--- src/verilog/pmd_pkg.sv ---
// Package of constants for the pack monitor digital input/output block.
package pmd_pkg;
   // ==========================================================================
   // Register byte offsets
   localparam logic [11:0] PMD_OFF_OUT_CFG = 12'h000;
   localparam logic [11:0] PMD_OFF_OUT_CMD = 12'h004;
   localparam logic [11:0] PMD_OFF_OUT_STAT = 12'h008;
   localparam logic [11:0] PMD_OFF_IN_CFG = 12'h00c;
   localparam logic [11:0] PMD_OFF_IN_STAT = 12'h010;
   localparam logic [11:0] PMD_OFF_TEMP_LIMIT = 12'h014;
   localparam logic [11:0] PMD_OFF_TEMP_SEL = 12'h018;
   localparam logic [11:0] PMD_OFF_TEMP_READ = 12'h01c;
   // ==========================================================================
   // Trigger codes
   typedef enum logic [1:0] {
      PMD_TRIG_NEVER = 2'h0,
      PMD_TRIG_OVER_TEMP = 2'h1,
      PMD_TRIG_OVER_VOLT = 2'h2,
      PMD_TRIG_OVERLOAD = 2'h3
   } pmd_trig_t;
   // ==========================================================================
   // Input function codes
   localparam logic [3:0] PMD_FN_DISABLED = 4'h0;
   localparam logic [3:0] PMD_FN_OP_MODE = 4'h2;
   localparam logic [3:0] PMD_FN_MAX = 4'h9;
   // ==========================================================================
   // Polarity and reset values
   localparam logic PMD_POL_HIGH = 1'b0;
   localparam logic PMD_POL_LOW = 1'b1;
   localparam int PMD_TEMP_W = 12;
   localparam logic [PMD_TEMP_W-1:0] PMD_TEMP_LIMIT_RST = 12'h000;
   localparam logic [PMD_TEMP_W-1:0] PMD_TEMP_HYST_RST = 12'h000;
   localparam logic [2:0] PMD_TEMP_IDX_MIN = 3'h1;
   localparam logic [2:0] PMD_TEMP_IDX_MAX = 3'h4;
   // ==========================================================================
   // Configuration field positions
   localparam int PMD_CFG_TRIG1_LSB = 0;
   localparam int PMD_CFG_POL1_BIT = 2;
   localparam int PMD_CFG_TRIG2_LSB = 4;
   localparam int PMD_CFG_POL2_BIT = 6;
   localparam int PMD_IN_FN1_LSB = 0;
   localparam int PMD_IN_FN2_LSB = 4;
   localparam int PMD_IN_POL2_BIT = 8;
   localparam int PMD_IN_WAKE2_BIT = 9;
   localparam int PMD_HYST_LSB = 16;
endpackage
--- src/verilog/pmd_digital_io.sv ---
// Top of the pack monitor digital input/output block with APB registers.
//
// Contract
// - Each output trigger code: 0 never, 1 over temp, 2 over volt, 3 overload.
// - Trigger never means output changes only by software command.
// - Reset gives active high polarity and trigger never on both outputs.
// - Predefined trigger drives output active while its condition holds.
// - Over temperature releases only below limit minus hysteresis.
// - Undervoltage and protection events never force outputs off.
// - Each output polarity is independently active high or active low; here the bit is only stored and read back, the pins ignore it.
// - Software can read activated state of both outputs.
// - Active output turns on low side switch; inactive leaves terminal open.
// - Button input defaults to operating mode; aux input defaults disabled.
// - Aux polarity high reads high as active; low polarity inverts.
// - Temperature index 1 internal, 2 to 4 external first to third.
// - Wake from button; aux input may wake when enabled.
// - Aux polarity code 0 active high, 1 active low.
`timescale 1ns/100ps
`default_nettype none
module pmd_digital_io
   import pmd_pkg::*;
#(
   parameter int TEMP_W = PMD_TEMP_W
) (
   // APB
   input wire logic pclk,
   input wire logic presetn,
   input wire logic psel,
   input wire logic penable,
   input wire logic pwrite,
   input wire logic [11:0] paddr,
   input wire logic [31:0] pwdata,
   input wire logic [3:0] pstrb,
   output logic [31:0] prdata,
   output logic pready,
   output logic pslverr,
   // Measurements and conditions
   input wire logic [TEMP_W-1:0] temp_internal,
   input wire logic [TEMP_W-1:0] external_temp_first,
   input wire logic [TEMP_W-1:0] external_temp_second,
   input wire logic [TEMP_W-1:0] external_temp_third,
   input wire logic over_volt,
   input wire logic overload,
   // Pins
   input wire logic button_input,
   input wire logic aux_input,
   output logic general_output_one,
   output logic general_output_two,
   output logic general_output_one_oe,
   output logic general_output_two_oe,
   // Input results
   output logic button_active,
   output logic aux_active,
   output logic wake_request
);
   logic [1:0] trig1, trig2;
   logic pol1, pol2;
   logic [3:0] fn1, fn2;
   logic aux_pol;
   logic aux_wake_en;
   logic [TEMP_W-1:0] temp_limit, temp_hyst;
   logic [2:0] temp_idx;
   logic over_temp;
   logic [1:0] btn_sync, aux_sync;
   logic act1, act2;
   logic cmd1_set, cmd2_set;
   logic wr, rd, addr_ok;
   logic [31:0] next_rdata;
   logic [TEMP_W-1:0] sel_temp;
   logic [TEMP_W:0] release_thr;

   // ==========================================================================
   // Bus decode
   assign wr = psel && penable && pwrite;
   assign rd = psel && penable && !pwrite;
   assign pready = 1'b1;
   always_comb begin
      unique case (paddr)
         PMD_OFF_OUT_CFG, PMD_OFF_OUT_CMD, PMD_OFF_OUT_STAT, PMD_OFF_IN_CFG,
         PMD_OFF_IN_STAT, PMD_OFF_TEMP_LIMIT, PMD_OFF_TEMP_SEL,
         PMD_OFF_TEMP_READ: addr_ok = 1'b1;
         default: addr_ok = 1'b0;
      endcase
   end
   assign pslverr = psel && penable && !addr_ok;
   assign cmd1_set = wr && paddr == PMD_OFF_OUT_CMD && pstrb[0] && pwdata[1];
   assign cmd2_set = wr && paddr == PMD_OFF_OUT_CMD && pstrb[0] && pwdata[3];

   // ==========================================================================
   // Output configuration
   always_ff @(posedge pclk or negedge presetn) begin
      if (!presetn) begin
         trig1 <= PMD_TRIG_NEVER;
         trig2 <= PMD_TRIG_NEVER;
         pol1 <= PMD_POL_HIGH;
         pol2 <= PMD_POL_HIGH;
      end else if (wr && paddr == PMD_OFF_OUT_CFG && pstrb[0]) begin
         trig1 <= pwdata[PMD_CFG_TRIG1_LSB +: 2];
         pol1 <= pwdata[PMD_CFG_POL1_BIT];
         trig2 <= pwdata[PMD_CFG_TRIG2_LSB +: 2];
         pol2 <= pwdata[PMD_CFG_POL2_BIT];
      end
   end

   // ==========================================================================
   // Input configuration
   always_ff @(posedge pclk or negedge presetn) begin
      if (!presetn) begin
         fn1 <= PMD_FN_OP_MODE;
         fn2 <= PMD_FN_DISABLED;
         aux_pol <= PMD_POL_HIGH;
         aux_wake_en <= 1'b0;
      end else if (wr && paddr == PMD_OFF_IN_CFG) begin
         if (pstrb[0] && pwdata[PMD_IN_FN1_LSB +: 4] <= PMD_FN_MAX) begin
            fn1 <= pwdata[PMD_IN_FN1_LSB +: 4];
         end
         if (pstrb[0] && pwdata[PMD_IN_FN2_LSB +: 4] <= PMD_FN_MAX) begin
            fn2 <= pwdata[PMD_IN_FN2_LSB +: 4];
         end
         if (pstrb[1]) begin
            aux_pol <= pwdata[PMD_IN_POL2_BIT];
            aux_wake_en <= pwdata[PMD_IN_WAKE2_BIT];
         end
      end
   end

   // ==========================================================================
   // Temperature limit, hysteresis and index
   always_ff @(posedge pclk or negedge presetn) begin
      if (!presetn) begin
         temp_limit <= PMD_TEMP_LIMIT_RST;
         temp_hyst <= PMD_TEMP_HYST_RST;
      end else if (wr && paddr == PMD_OFF_TEMP_LIMIT) begin
         temp_limit <= pwdata[TEMP_W-1:0];
         temp_hyst <= pwdata[PMD_HYST_LSB +: TEMP_W];
      end
   end

   // Indices outside 1..4 are ignored so the readback never points nowhere.
   always_ff @(posedge pclk or negedge presetn) begin
      if (!presetn) begin
         temp_idx <= PMD_TEMP_IDX_MIN;
      end else if (wr && paddr == PMD_OFF_TEMP_SEL && pstrb[0] &&
            pwdata[2:0] >= PMD_TEMP_IDX_MIN && pwdata[2:0] <= PMD_TEMP_IDX_MAX) begin
         temp_idx <= pwdata[2:0];
      end
   end

   always_comb begin
      unique case (temp_idx)
         3'h1: sel_temp = temp_internal;
         3'h2: sel_temp = external_temp_first;
         3'h3: sel_temp = external_temp_second;
         3'h4: sel_temp = external_temp_third;
         default: sel_temp = temp_internal;
      endcase
   end

   // ==========================================================================
   // Over temperature with hysteresis on the internal board sensor
   // Release threshold is kept one bit wider so a hysteresis above the limit cannot wrap.
   assign release_thr = {1'b0, temp_limit} - {1'b0, temp_hyst};
   always_ff @(posedge pclk or negedge presetn) begin
      if (!presetn) begin
         over_temp <= 1'b0;
      end else if (temp_internal > temp_limit) begin
         over_temp <= 1'b1;
      end else if (!release_thr[TEMP_W] && {1'b0, temp_internal} < release_thr) begin
         over_temp <= 1'b0;
      end
   end

   property p_temp_hold;
      @(posedge pclk) disable iff (!presetn)
         over_temp && temp_internal >= release_thr[TEMP_W-1:0] && !release_thr[TEMP_W]
         |=> over_temp;
   endproperty
   a_temp_hold: assert property (p_temp_hold) else $error("over temp released early");

   // ==========================================================================
   // Output channels
   pmd_out_channel u_out_one (
      .pclk(pclk),
      .presetn(presetn),
      .trig_sel(trig1),
      .pol_low(pol1),
      .user_set(cmd1_set),
      .user_val(pwdata[0]),
      .over_temp(over_temp),
      .over_volt(over_volt),
      .overload(overload),
      .active(act1),
      .level(),
      .sink_on(general_output_one_oe)
   );
   pmd_out_channel u_out_two (
      .pclk(pclk),
      .presetn(presetn),
      .trig_sel(trig2),
      .pol_low(pol2),
      .user_set(cmd2_set),
      .user_val(pwdata[2]),
      .over_temp(over_temp),
      .over_volt(over_volt),
      .overload(overload),
      .active(act2),
      .level(),
      .sink_on(general_output_two_oe)
   );
   // Open drain terminals: driven low when the switch is on, open otherwise.
   assign general_output_one = 1'b0;
   assign general_output_two = 1'b0;

   property p_trig_follow;
      @(posedge pclk) disable iff (!presetn)
         trig1 == PMD_TRIG_OVER_VOLT && $stable(trig1) |-> act1 == $past(over_volt);
   endproperty
   a_trig_follow: assert property (p_trig_follow) else $error("output one ignores voltage");
   property p_never_hold;
      @(posedge pclk) disable iff (!presetn)
         trig2 == PMD_TRIG_NEVER && $past(trig2) == PMD_TRIG_NEVER && !$past(cmd2_set)
         && $past(trig2, 2) == PMD_TRIG_NEVER && !$past(cmd2_set, 2) |-> $stable(act2);
   endproperty
   a_never_hold: assert property (p_never_hold) else $error("output two changed alone");

   // ==========================================================================
   // Input synchronisers and polarity
   always_ff @(posedge pclk or negedge presetn) begin
      if (!presetn) begin
         btn_sync <= 2'h0;
         aux_sync <= 2'h0;
      end else begin
         btn_sync <= {btn_sync[0], button_input};
         aux_sync <= {aux_sync[0], aux_input};
      end
   end

   always_ff @(posedge pclk or negedge presetn) begin
      if (!presetn) begin
         button_active <= 1'b0;
         aux_active <= 1'b0;
         wake_request <= 1'b0;
      end else begin
         button_active <= btn_sync[1] && fn1 != PMD_FN_DISABLED;
         // A disabled aux input reports nothing on aux_active, matching its powered-down state.
         aux_active <= (aux_sync[1] ^ aux_pol) && fn2 != PMD_FN_DISABLED;
         wake_request <= btn_sync[1] || (aux_wake_en && (aux_sync[1] ^ aux_pol));
      end
   end

   property p_aux_pol;
      @(posedge pclk) disable iff (!presetn)
         fn2 != PMD_FN_DISABLED && $stable(fn2) && $stable(aux_pol)
         |=> aux_active == ($past(aux_sync[1]) ^ $past(aux_pol));
   endproperty
   a_aux_pol: assert property (p_aux_pol) else $error("aux polarity wrong");
   property p_sync_delay;
      @(posedge pclk) disable iff (!presetn)
         $rose(button_input) ##1 button_input ##1 button_input |=> wake_request;
   endproperty
   a_sync_delay: assert property (p_sync_delay) else $error("button wake missing");

   // ==========================================================================
   // Read data
   always_comb begin
      next_rdata = 32'h0000_0000;
      unique case (paddr)
         PMD_OFF_OUT_CFG: begin
            next_rdata[PMD_CFG_TRIG1_LSB +: 2] = trig1;
            next_rdata[PMD_CFG_POL1_BIT] = pol1;
            next_rdata[PMD_CFG_TRIG2_LSB +: 2] = trig2;
            next_rdata[PMD_CFG_POL2_BIT] = pol2;
         end
         PMD_OFF_OUT_STAT: next_rdata[1:0] = {act2, act1};
         PMD_OFF_IN_CFG: begin
            next_rdata[PMD_IN_FN1_LSB +: 4] = fn1;
            next_rdata[PMD_IN_FN2_LSB +: 4] = fn2;
            next_rdata[PMD_IN_POL2_BIT] = aux_pol;
            next_rdata[PMD_IN_WAKE2_BIT] = aux_wake_en;
         end
         PMD_OFF_IN_STAT: next_rdata[3:0] = {over_temp, wake_request, aux_active, button_active};
         PMD_OFF_TEMP_LIMIT: begin
            next_rdata[TEMP_W-1:0] = temp_limit;
            next_rdata[PMD_HYST_LSB +: TEMP_W] = temp_hyst;
         end
         PMD_OFF_TEMP_SEL: next_rdata[2:0] = temp_idx;
         PMD_OFF_TEMP_READ: next_rdata[TEMP_W-1:0] = sel_temp;
         default: next_rdata = 32'h0000_0000;
      endcase
   end

   always_ff @(posedge pclk or negedge presetn) begin
      if (!presetn) begin
         prdata <= 32'h0000_0000;
      end else if (psel && !penable && !pwrite) begin
         prdata <= next_rdata;
      end
   end

   property p_stat_read;
      @(posedge pclk) disable iff (!presetn)
         psel && !penable && !pwrite && paddr == PMD_OFF_OUT_STAT
         |=> prdata[1:0] == $past({act2, act1});
   endproperty
   a_stat_read: assert property (p_stat_read) else $error("status read wrong");
endmodule
`default_nettype wire

--- src/verilog/pmd_out_channel.sv ---
// One general purpose output channel with trigger, latch and polarity.
`timescale 1ns/100ps
`default_nettype none
module pmd_out_channel
   import pmd_pkg::*;
(
   // Clock and reset
   input wire logic pclk,
   input wire logic presetn,
   // Configuration
   input wire logic [1:0] trig_sel,
   input wire logic pol_low,
   input wire logic user_set,
   input wire logic user_val,
   // Conditions
   input wire logic over_temp,
   input wire logic over_volt,
   input wire logic overload,
   // Result
   output logic active,
   output logic level,
   output logic sink_on
);
   logic user_state;
   logic cond;

   always_ff @(posedge pclk or negedge presetn) begin
      if (!presetn) begin
         user_state <= 1'b0;
      end else if (user_set) begin
         user_state <= user_val;
      end
   end

   always_comb begin
      unique case (pmd_trig_t'(trig_sel))
         PMD_TRIG_NEVER: cond = user_state;
         PMD_TRIG_OVER_TEMP: cond = over_temp;
         PMD_TRIG_OVER_VOLT: cond = over_volt;
         PMD_TRIG_OVERLOAD: cond = overload;
      endcase
   end

   // Undervoltage and other protection events never enter here.
   always_ff @(posedge pclk or negedge presetn) begin
      if (!presetn) begin
         active <= 1'b0;
         level <= 1'b0;
         sink_on <= 1'b0;
      end else begin
         active <= cond;
         level <= cond ^ pol_low;
         sink_on <= cond;
      end
   end

   property p_sink_follows;
      @(posedge pclk) disable iff (!presetn) sink_on == active;
   endproperty
   a_sink_follows: assert property (p_sink_follows) else $error("sink not tied to state");
   property p_level_pol;
      @(posedge pclk) disable iff (!presetn) $stable(pol_low) |-> level == (active ^ $past(pol_low));
   endproperty
   a_level_pol: assert property (p_level_pol) else $error("output level polarity wrong");
endmodule
`default_nettype wire

--- config.mk ---
export PLATFORM = sky130hd
export DESIGN_NAME = pmd_digital_io
export DESIGN_NICKNAME = d
export VERILOG_FILES = /design/src/verilog/pmd_pkg.sv /design/src/verilog/pmd_digital_io.sv /design/src/verilog/pmd_out_channel.sv
export SDC_FILE = /design/constraint.sdc
export NUM_CORES = 1
export LEC_CHECK = 0
export ABC_AREA = 1
export BUFFER_PORTS_ARGS = -buffer_cell sky130_fd_sc_hd__buf_2
export CAP_MARGIN = 20
export CORE_UTILIZATION = 30
export CTS_CLUSTER_DIAMETER = 150
export DETAILED_ROUTE_END_ITERATION = 8
export GPL_TIMING_DRIVEN = 0
export PLACE_DENSITY = 0.61
export SLEW_MARGIN = 20
export SYNTH_ARGS = -nofsm -noshare
export SYNTH_HDL_FRONTEND = slang
export SYNTH_HIERARCHICAL = 1
export SYNTH_SLANG_ARGS = --single-unit
export TNS_END_PERCENT = 100
--- constraint.sdc ---
create_clock -name pclk -period 3 [get_ports pclk]
set_input_delay 0.6 -clock pclk [delete_from_list [all_inputs] [get_ports pclk]]
set_output_delay 0.6 -clock pclk [all_outputs]
set_load 0.005 [all_outputs]
==> summary.txt, run 1 <==
Status
  • Status: completed

Drt
  • WL final: 16700 microns
  • Drc violations: 0
  • Initial DRT Pass Iterations: 5
  • Post-DRT Antenna Nets: 0
  • Avg Vias per Cell: 4.66
  • 1st-iter DRT viols: 359
  • Vias: 5242
  • WL per Instance: 14.9 microns

Worst setup path
  • Crit-path cells: inv_1 -> ha_1 -> fa_1 -> nand3b_1 -> nand2_2 -> a21oi_1 -> nor2_1 -> nor2_1 -> xor2_1 -> ha_1 -> a21o_1 -> a31oi_1 -> nand2_1 -> inv_1 -> nand2_1 -> nand2_1 -> nand2_1
  • CP max stage delay: 400 ps
  • Critical path class: flop to flop
  • WP data arrival: 2980 ps
  • CP top delay family: adder cells
  • CP Buf/Inv Count: 2
  • Crit path launch type: flop
  • Crit-path slowest cell: fa_1
  • Critical Path RT: 3240 ps
  • Crit Path Max Fanout: 4
  • Critical path capture point type: flop
  • Most common cell on crit path: nand2_1

Timing
  • Worst-Margin Slew: 700 ps
  • F_max: 0.365 GHz
  • Period utilisation layout: 91.3%
  • Worst hold slack: 194 ps
  • Setup TNS: 0 ps
  • Max-slew headroom: 53.1%
  • Clock Skews: 5.05 ps
  • Final Critical Period: 2740 ps
  • Max Slew Vio Count: 0
  • Final setup viols: 0
  • RSZ-0062 raised after global routing: false
  • Final Hold Viols: 0

Floorplan
  • Die Span Y: 137 microns
  • Chip width: 137 microns
  • Starting Density: 31.2%
  • Rows: 48
  • Core Region: 0.0175 sq mm
  • Ports: 146
  • Die area: 0.0188 sq mm

Layout
  • Final net count: 1034
  • Layout cells sized above 1: 24.5%
  • Commonest non-fill, non-tap cell in the layout: nand2_1
  • Layout Area Growth over Synthesis: 22.8%
  • Most frequent cells in the layout: nand2_1 (200), buf_2 (128), inv_1 (98)

Logic synthesis
  • Syn Std Cell Area: 0.00546 sq mm
  • Mapped Cells: 748
  • Synth warnings: 6
  • Syn_area_per_cell: 7.30 sq um

GRT
  • Initial antenna violation count: 1
  • Largest net degree at the start of global routing: 52
  • Total Routing Usage GR: 18.4%
  • Remaining Overflow, GRT: 0
  • First-pass GRT wire length: 25800 microns
  • Vias in the first global route: 4935

Min path
  • Min-Delay Path Class: input port to async pin

Placed design
  • Final Wtd Congestion: 0.903
  • Port buffer count: 124
  • HPWL after detailed placement: 13400 microns

Clock tree
  • CTS tree: done
  • Clock root buffer: clkbuf_16
  • H-tree depth: 3
  • Max Buffers Root-to-Sink: 2
  • Cts bufs inserted: 9
  • Clock-pin slew on the worst setup and hold paths: 70 ps
  • Clock sink total: 79
  • Latest clock arrival within the worst-skew pair: 350 ps

Pwr
  • Pwr dens: 353 mW/mm^2
  • Lkg Pwr: 3.60 nW
  • VDD IR-drop max: 0.250 mV

Run
  • Max_cap viols: 0
timing repair:
item / 4_1_cts / 5_1_grt
setup endpoints to repair: 0 / 1
resized for setup: 0 / 1
hold buffers: 0 / 0
endpoints found under the hold margin: 0 / 0
setup buffers: 0 / 0
worst register-to-register path, stage by stage, from the launching register on:
cell and delay [ps]:
dfrtp_1 390, inv_1 90, ha_1 260, fa_1 400
nand3b_1 180, nand2_2 140, a21oi_1 110, nor2_1 100
nor2_1 50, xor2_1 150, ha_1 180, a21o_1 150
a31oi_1 150, nand2_1 70, inv_1 50, nand2_1 60
nand2_1 60, nand2_1 50
area by class of cell:
class / instances / area [sq um]
diodes: 1 / 2.50
plain buffers: 27 / 203
clock buffers: 10 / 229
clock inverters: 6 / 46.3
fillers: 1885 / 10800
inverters: 108 / 407
multi-input cells: 543 / 2910
flip-flops and latches: 79 / 1980
well taps: 225 / 282
repair buffers: 125 / 651
worst paths after layout:
kind / from / end / slack [ps] / cells past startpoint
worst max-delay path: temp_limit[0] / over_temp / 260 / 17
worst min-delay path: presetn / temp_hyst[11] / 190 / 1
worst max register to register: temp_limit[0] / over_temp / 260 / 17
worst min register to register: btn_sync[0] / btn_sync[1] / 360 / 0
max in group asynchronous: presetn / fn1[1] / 2140 / 2
min in group pclk: button_input / btn_sync[0] / 350 / 1
power by group:
part | leakage (nW) | total, W | switching (W) | internal (W)
combinational | 2.53 | 0.000245 | 0.000144 | 0.000101
clock | 0.129 | 0.00104 | 0.000478 | 0.000565
sequential | 0.946 | 0.00108 | 0.00000466 | 0.00107
state kept, by name, summed over array words and instances, names as in the netlist, 2 cells and up:
register / cells
prdata: 24
temp_hyst: 12
temp_limit: 12
fn1: 4
fn2: 4
temp_idx: 3
aux_sync: 2
btn_sync: 2
trig1: 2
trig2: 2
layer usage:
metal / vias to the layer above / GRT usage [%] / wire [microns]
met5: - / 0 / 0
met3: 22 / 3.74 / 1010
met1: 2417 / 24.3 / 7630
met4: 0 / 6.17 / 348
li1: 2656 / - / -
met2: 147 / 29.9 / 7720
metrics by stage:
stage                     instance area (sq um)  instances  util, %  power, W  setup WS (ps)
after CTS                                  6710       1123     38.2   0.00239            187
after global routing                       6710       1123     38.2   0.00247           57.2
after global placement                     6400       1106     36.5   0.00134            232
after floorplan                            5500        757        -   0.00120            560
final                                      6710       1124     38.3   0.00237            260
after detailed placement                   6430       1107     36.7   0.00134            223
(Power assumes the default switching activity.)
==> run 2, diff against run 1 <==
--- a/config.mk
+++ b/config.mk
@@ -5,14 +5,13 @@
 export SDC_FILE = /design/constraint.sdc
 export NUM_CORES = 1
 export LEC_CHECK = 0
-export ABC_AREA = 1
 export BUFFER_PORTS_ARGS = -buffer_cell sky130_fd_sc_hd__buf_2
 export CAP_MARGIN = 20
 export CORE_UTILIZATION = 30
 export CTS_CLUSTER_DIAMETER = 150
 export DETAILED_ROUTE_END_ITERATION = 8
 export GPL_TIMING_DRIVEN = 0
-export PLACE_DENSITY = 0.61
+export PLACE_DENSITY = 0.62
 export SLEW_MARGIN = 20
 export SYNTH_ARGS = -nofsm -noshare
 export SYNTH_HDL_FRONTEND = slang
==> constraint.sdc (replaced) <==
create_clock -name pclk -period 2.59 [get_ports pclk]
set_input_delay 0.518 -clock pclk [delete_from_list [all_inputs] [get_ports pclk]]
set_output_delay 0.518 -clock pclk [all_outputs]
set_load 0.005 [all_outputs]
==> run 2 against run 1 <==
Effect of this change: the flow now finishes with violations (negative setup slack); combinational power increased by 27%; highest routed layer unchanged; sequential share of layout area increased by 0.37 points; global-route usage decreased by 0.52 points; sequential power increased by 17%; register-to-register slack got worse by 590 ps; clock power increased by 28%.
==> summary.txt, run 2 <==
Min path
  • Min-Delay Path Class: input port to async pin

Placed design
  • HPWL after detailed placement: 12600 microns (-6.0%)
  • Port buffer count: 120 (-3.2%)
  • Final Wtd Congestion: 0.854 (-5.4%)
  • Placed cells: 894 (-19%)
  • Dpl ws: -606 ps (-829 ps)

Timing
  • Period utilisation layout: 113% (+21 points)
  • Worst setup margin: -329 ps (-590 ps)
  • Final setup viols: 1 (+1)
  • RSZ-0062 raised after global routing: true
  • Clock Skews: 11.7 ps (+6.61 ps)
  • Max-slew headroom: 53.9% (+0.80 points)
  • Max Slew Vio Count: 0 (unchanged)
  • Worst hold slack: 164 ps (-29.3 ps)
  • Worst-Margin Slew: 688 ps (-11.9 ps)
  • F_max: 0.343 GHz (-6.1%)
  • Final Hold Viols: 0 (unchanged)
  • Final Critical Period: 2920 ps (+180 ps)

Status
  • Failing checks: negative setup slack
  • Status: finished, violations left

Layout
  • Fillers: 1808 (-4.1%)
  • Largest registers: prdata x24, temp_hyst x12, temp_limit x12
  • Antenna Cells: 0 (-1)
  • Multi-input gate area: 0.00307 sq mm (+5.3%)
  • Register with the most flip-flops: prdata
  • Post-Layout Cell Count: 913 (-19%)
  • Final Core Density: 38.3% (+0.076 points)
  • Reg area: 0.00198 sq mm (about the same)
  • Commonest non-fill, non-tap cell in the layout: buf_2
  • Layout cells sized above 1: 34.3% (+9.8 points)
  • Final net count: 824 (-20%)
  • Layout Area Growth over Synthesis: 24.9%
  • Max FFs per register: 24 (unchanged)
  • Most frequent cells in the layout: buf_2 (127), dfrtp_1 (76), nand2_1 (59)

Logic synthesis
  • Mapped Cells: 539 (-28%)
  • Syn Std Cell Area: 0.00531 sq mm (-2.8%)
  • Syn_area_per_cell: 9.85 sq um (+35%)
  • Synth warnings: 6 (unchanged)

GRT
  • Total Routing Usage GR: 17.9% (-0.52 points)
  • Vias in the first global route: 4508 (-8.7%)
  • Largest net degree at the start of global routing: 41 (-21%)
  • First-pass GRT wire length: 24600 microns (-4.8%)
  • Initial antenna violation count: 0 (-1)
  • Remaining Overflow, GRT: 0 (unchanged)

Drt
  • WL per Instance: 17.5 microns (+18%)
  • Drc violations: 0 (unchanged)
  • 1st-iter DRT viols: 300 (-16%)
  • Post-DRT Antenna Nets: 0 (unchanged)
  • Vias: 4603 (-12%)
  • Initial DRT Pass Iterations: 5 (unchanged)
  • Avg Vias per Cell: 5.04 (+8.1%)
  • WL final: 16000 microns (-4.5%)

Floorplan
  • Rows: 48 (unchanged)
  • Chip width: 135 microns (-1.4%)
  • Die Span Y: 135 microns (-1.4%)
  • Core Region: 0.0173 sq mm (-1.4%)
  • Ports: 146 (unchanged)
  • Starting Density: 30.7% (-0.45 points)
  • Die area: 0.0182 sq mm (-2.7%)

Worst setup path
  • Critical path class: flop to flop
  • Reg-to-reg endpoint: over_temp
  • Crit path launch type: flop
  • Reg2Reg Launch Point: temp_limit[0]
  • R2r setup slk: -330 ps (-590 ps)
  • Critical Path RT: 2830 ps (-410 ps)
  • R2R depth: 16 (-1)
  • Crit Path Max Fanout: 2 (-2)
  • Critical path capture point type: flop
  • WP data arrival: 3160 ps (+180 ps)

Clock tree
  • Post-CTS Hold Buffers: 0 (unchanged)
  • Max Buffers Root-to-Sink: 2 (unchanged)
  • Latest clock arrival within the worst-skew pair: 350 ps (about the same)
  • Clock root buffer: clkbuf_16
  • CTS tree: done
  • H-tree depth: 3 (unchanged)
  • Clock-pin slew on the worst setup and hold paths: 70 ps (about the same)
  • Clock sink total: 79 (unchanged)
  • Cts bufs inserted: 9 (unchanged)

Pwr
  • Tot Pwr: 0.00290 W (+23%)
  • Lkg Pwr: 3.28 nW (-8.8%)
  • VDD IR-drop max: 0.278 mV (+11%)
  • Pwr dens: 437 mW/mm^2 (+24%)

Run
  • Max_cap viols: 0 (unchanged)
[run 2: cell types whose count changed in the layout (fill, tap and decap cells not counted), moves of 9 or more]
| cell | before | now |
|---|---|---|
| nand2_2 | 10 | 1 |
| nand4_1 | 22 | 4 |
| mux2_4 | 0 | 20 |
| nor2_1 | 88 | 30 |
| nand3_2 | 9 | 0 |
| nand2_1 | 200 | 59 |
| mux2_2 | 2 | 16 |
| inv_1 | 98 | 29 |
| mux2i_1 | 0 | 24 |
| o211ai_1 | 1 | 10 |
[run 2: where the power goes]
| part | switching [W] | total [W] | internal [W] |
|---|---|---|---|
| registers | 0.0000104 | 0.00126 | 0.00125 |
| logic | 0.000178 | 0.000310 | 0.000133 |
| clock network | 0.000572 | 0.00133 | 0.000761 |
| total | 0.000760 | 0.00290 | 0.00214 |
[run 2: worst max-delay path, cell delays in order (launching register included)]
cell	delay [ps]
dfrtp_1	370
inv_1	50
ha_1	220
fa_2	380
nor2b_4	140
o2111ai_2	140
a31oi_2	220
a21o_1	140
a21oi_1	70
xor2_1	160
ha_1	310
nand3_1	130
o22ai_1	100
nor2_1	130
nand4_1	110
nand3_1	90
nand3_1	70
[run 2: how the worst max path moves through the flow]
stage	start	endpoint	slack (ps)	cells after the start
2_1_floorplan	temp_limit[0]	over_temp	-220	16
4_1_cts	temp_limit[0]	over_temp	-310	16
5_1_grt	temp_limit[0]	over_temp	-530	16
6_report	temp_limit[0]	over_temp	-330	16
3_3_place_gp	temp_limit[0]	over_temp	-570	16
3_5_place_dp	temp_limit[0]	over_temp	-610	16
[run 2: area by class of cell]
cell class | count | share of cell area, %
flip-flops and latches | 79 | 29.9
clock buffers | 9 | 3.40
repair buffers | 124 | 9.74
well taps | 225 | 4.25
plain buffers | 38 | 3.60
clock inverters | 7 | 1.21
multi-input cells | 401 | 46.2
inverters | 30 | 1.70
[run 2: per-stage QoR]
step / instance area [sq um] / setup TNS [ps]
2_1_floorplan: 5350 / -215
3_3_place_gp: 6230 / -572
3_5_place_dp: 6250 / -606
4_1_cts: 6620 / -309
5_1_grt: 6630 / -525
6_report: 6630 / -329
[run 2: what timing repair did]
| item | CTS | global route |
|---|---|---|
| buffers inserted | 3 | 0 |
| resized for setup | 9 | 2 |
| endpoints found under the setup margin | 1 | 1 |
| pin swaps | 1 | 0 |
[run 2: per-layer routing]
metal	routed length (microns)	share of wire, %	global-route usage, %	up-vias
met5	0	0	0	-
met4	135	0.85	4.12	0
met3	954	6.0	3.38	10
met2	7810	49	30.6	163
met1	7060	44	23.4	2201
li1	-	-	-	2229
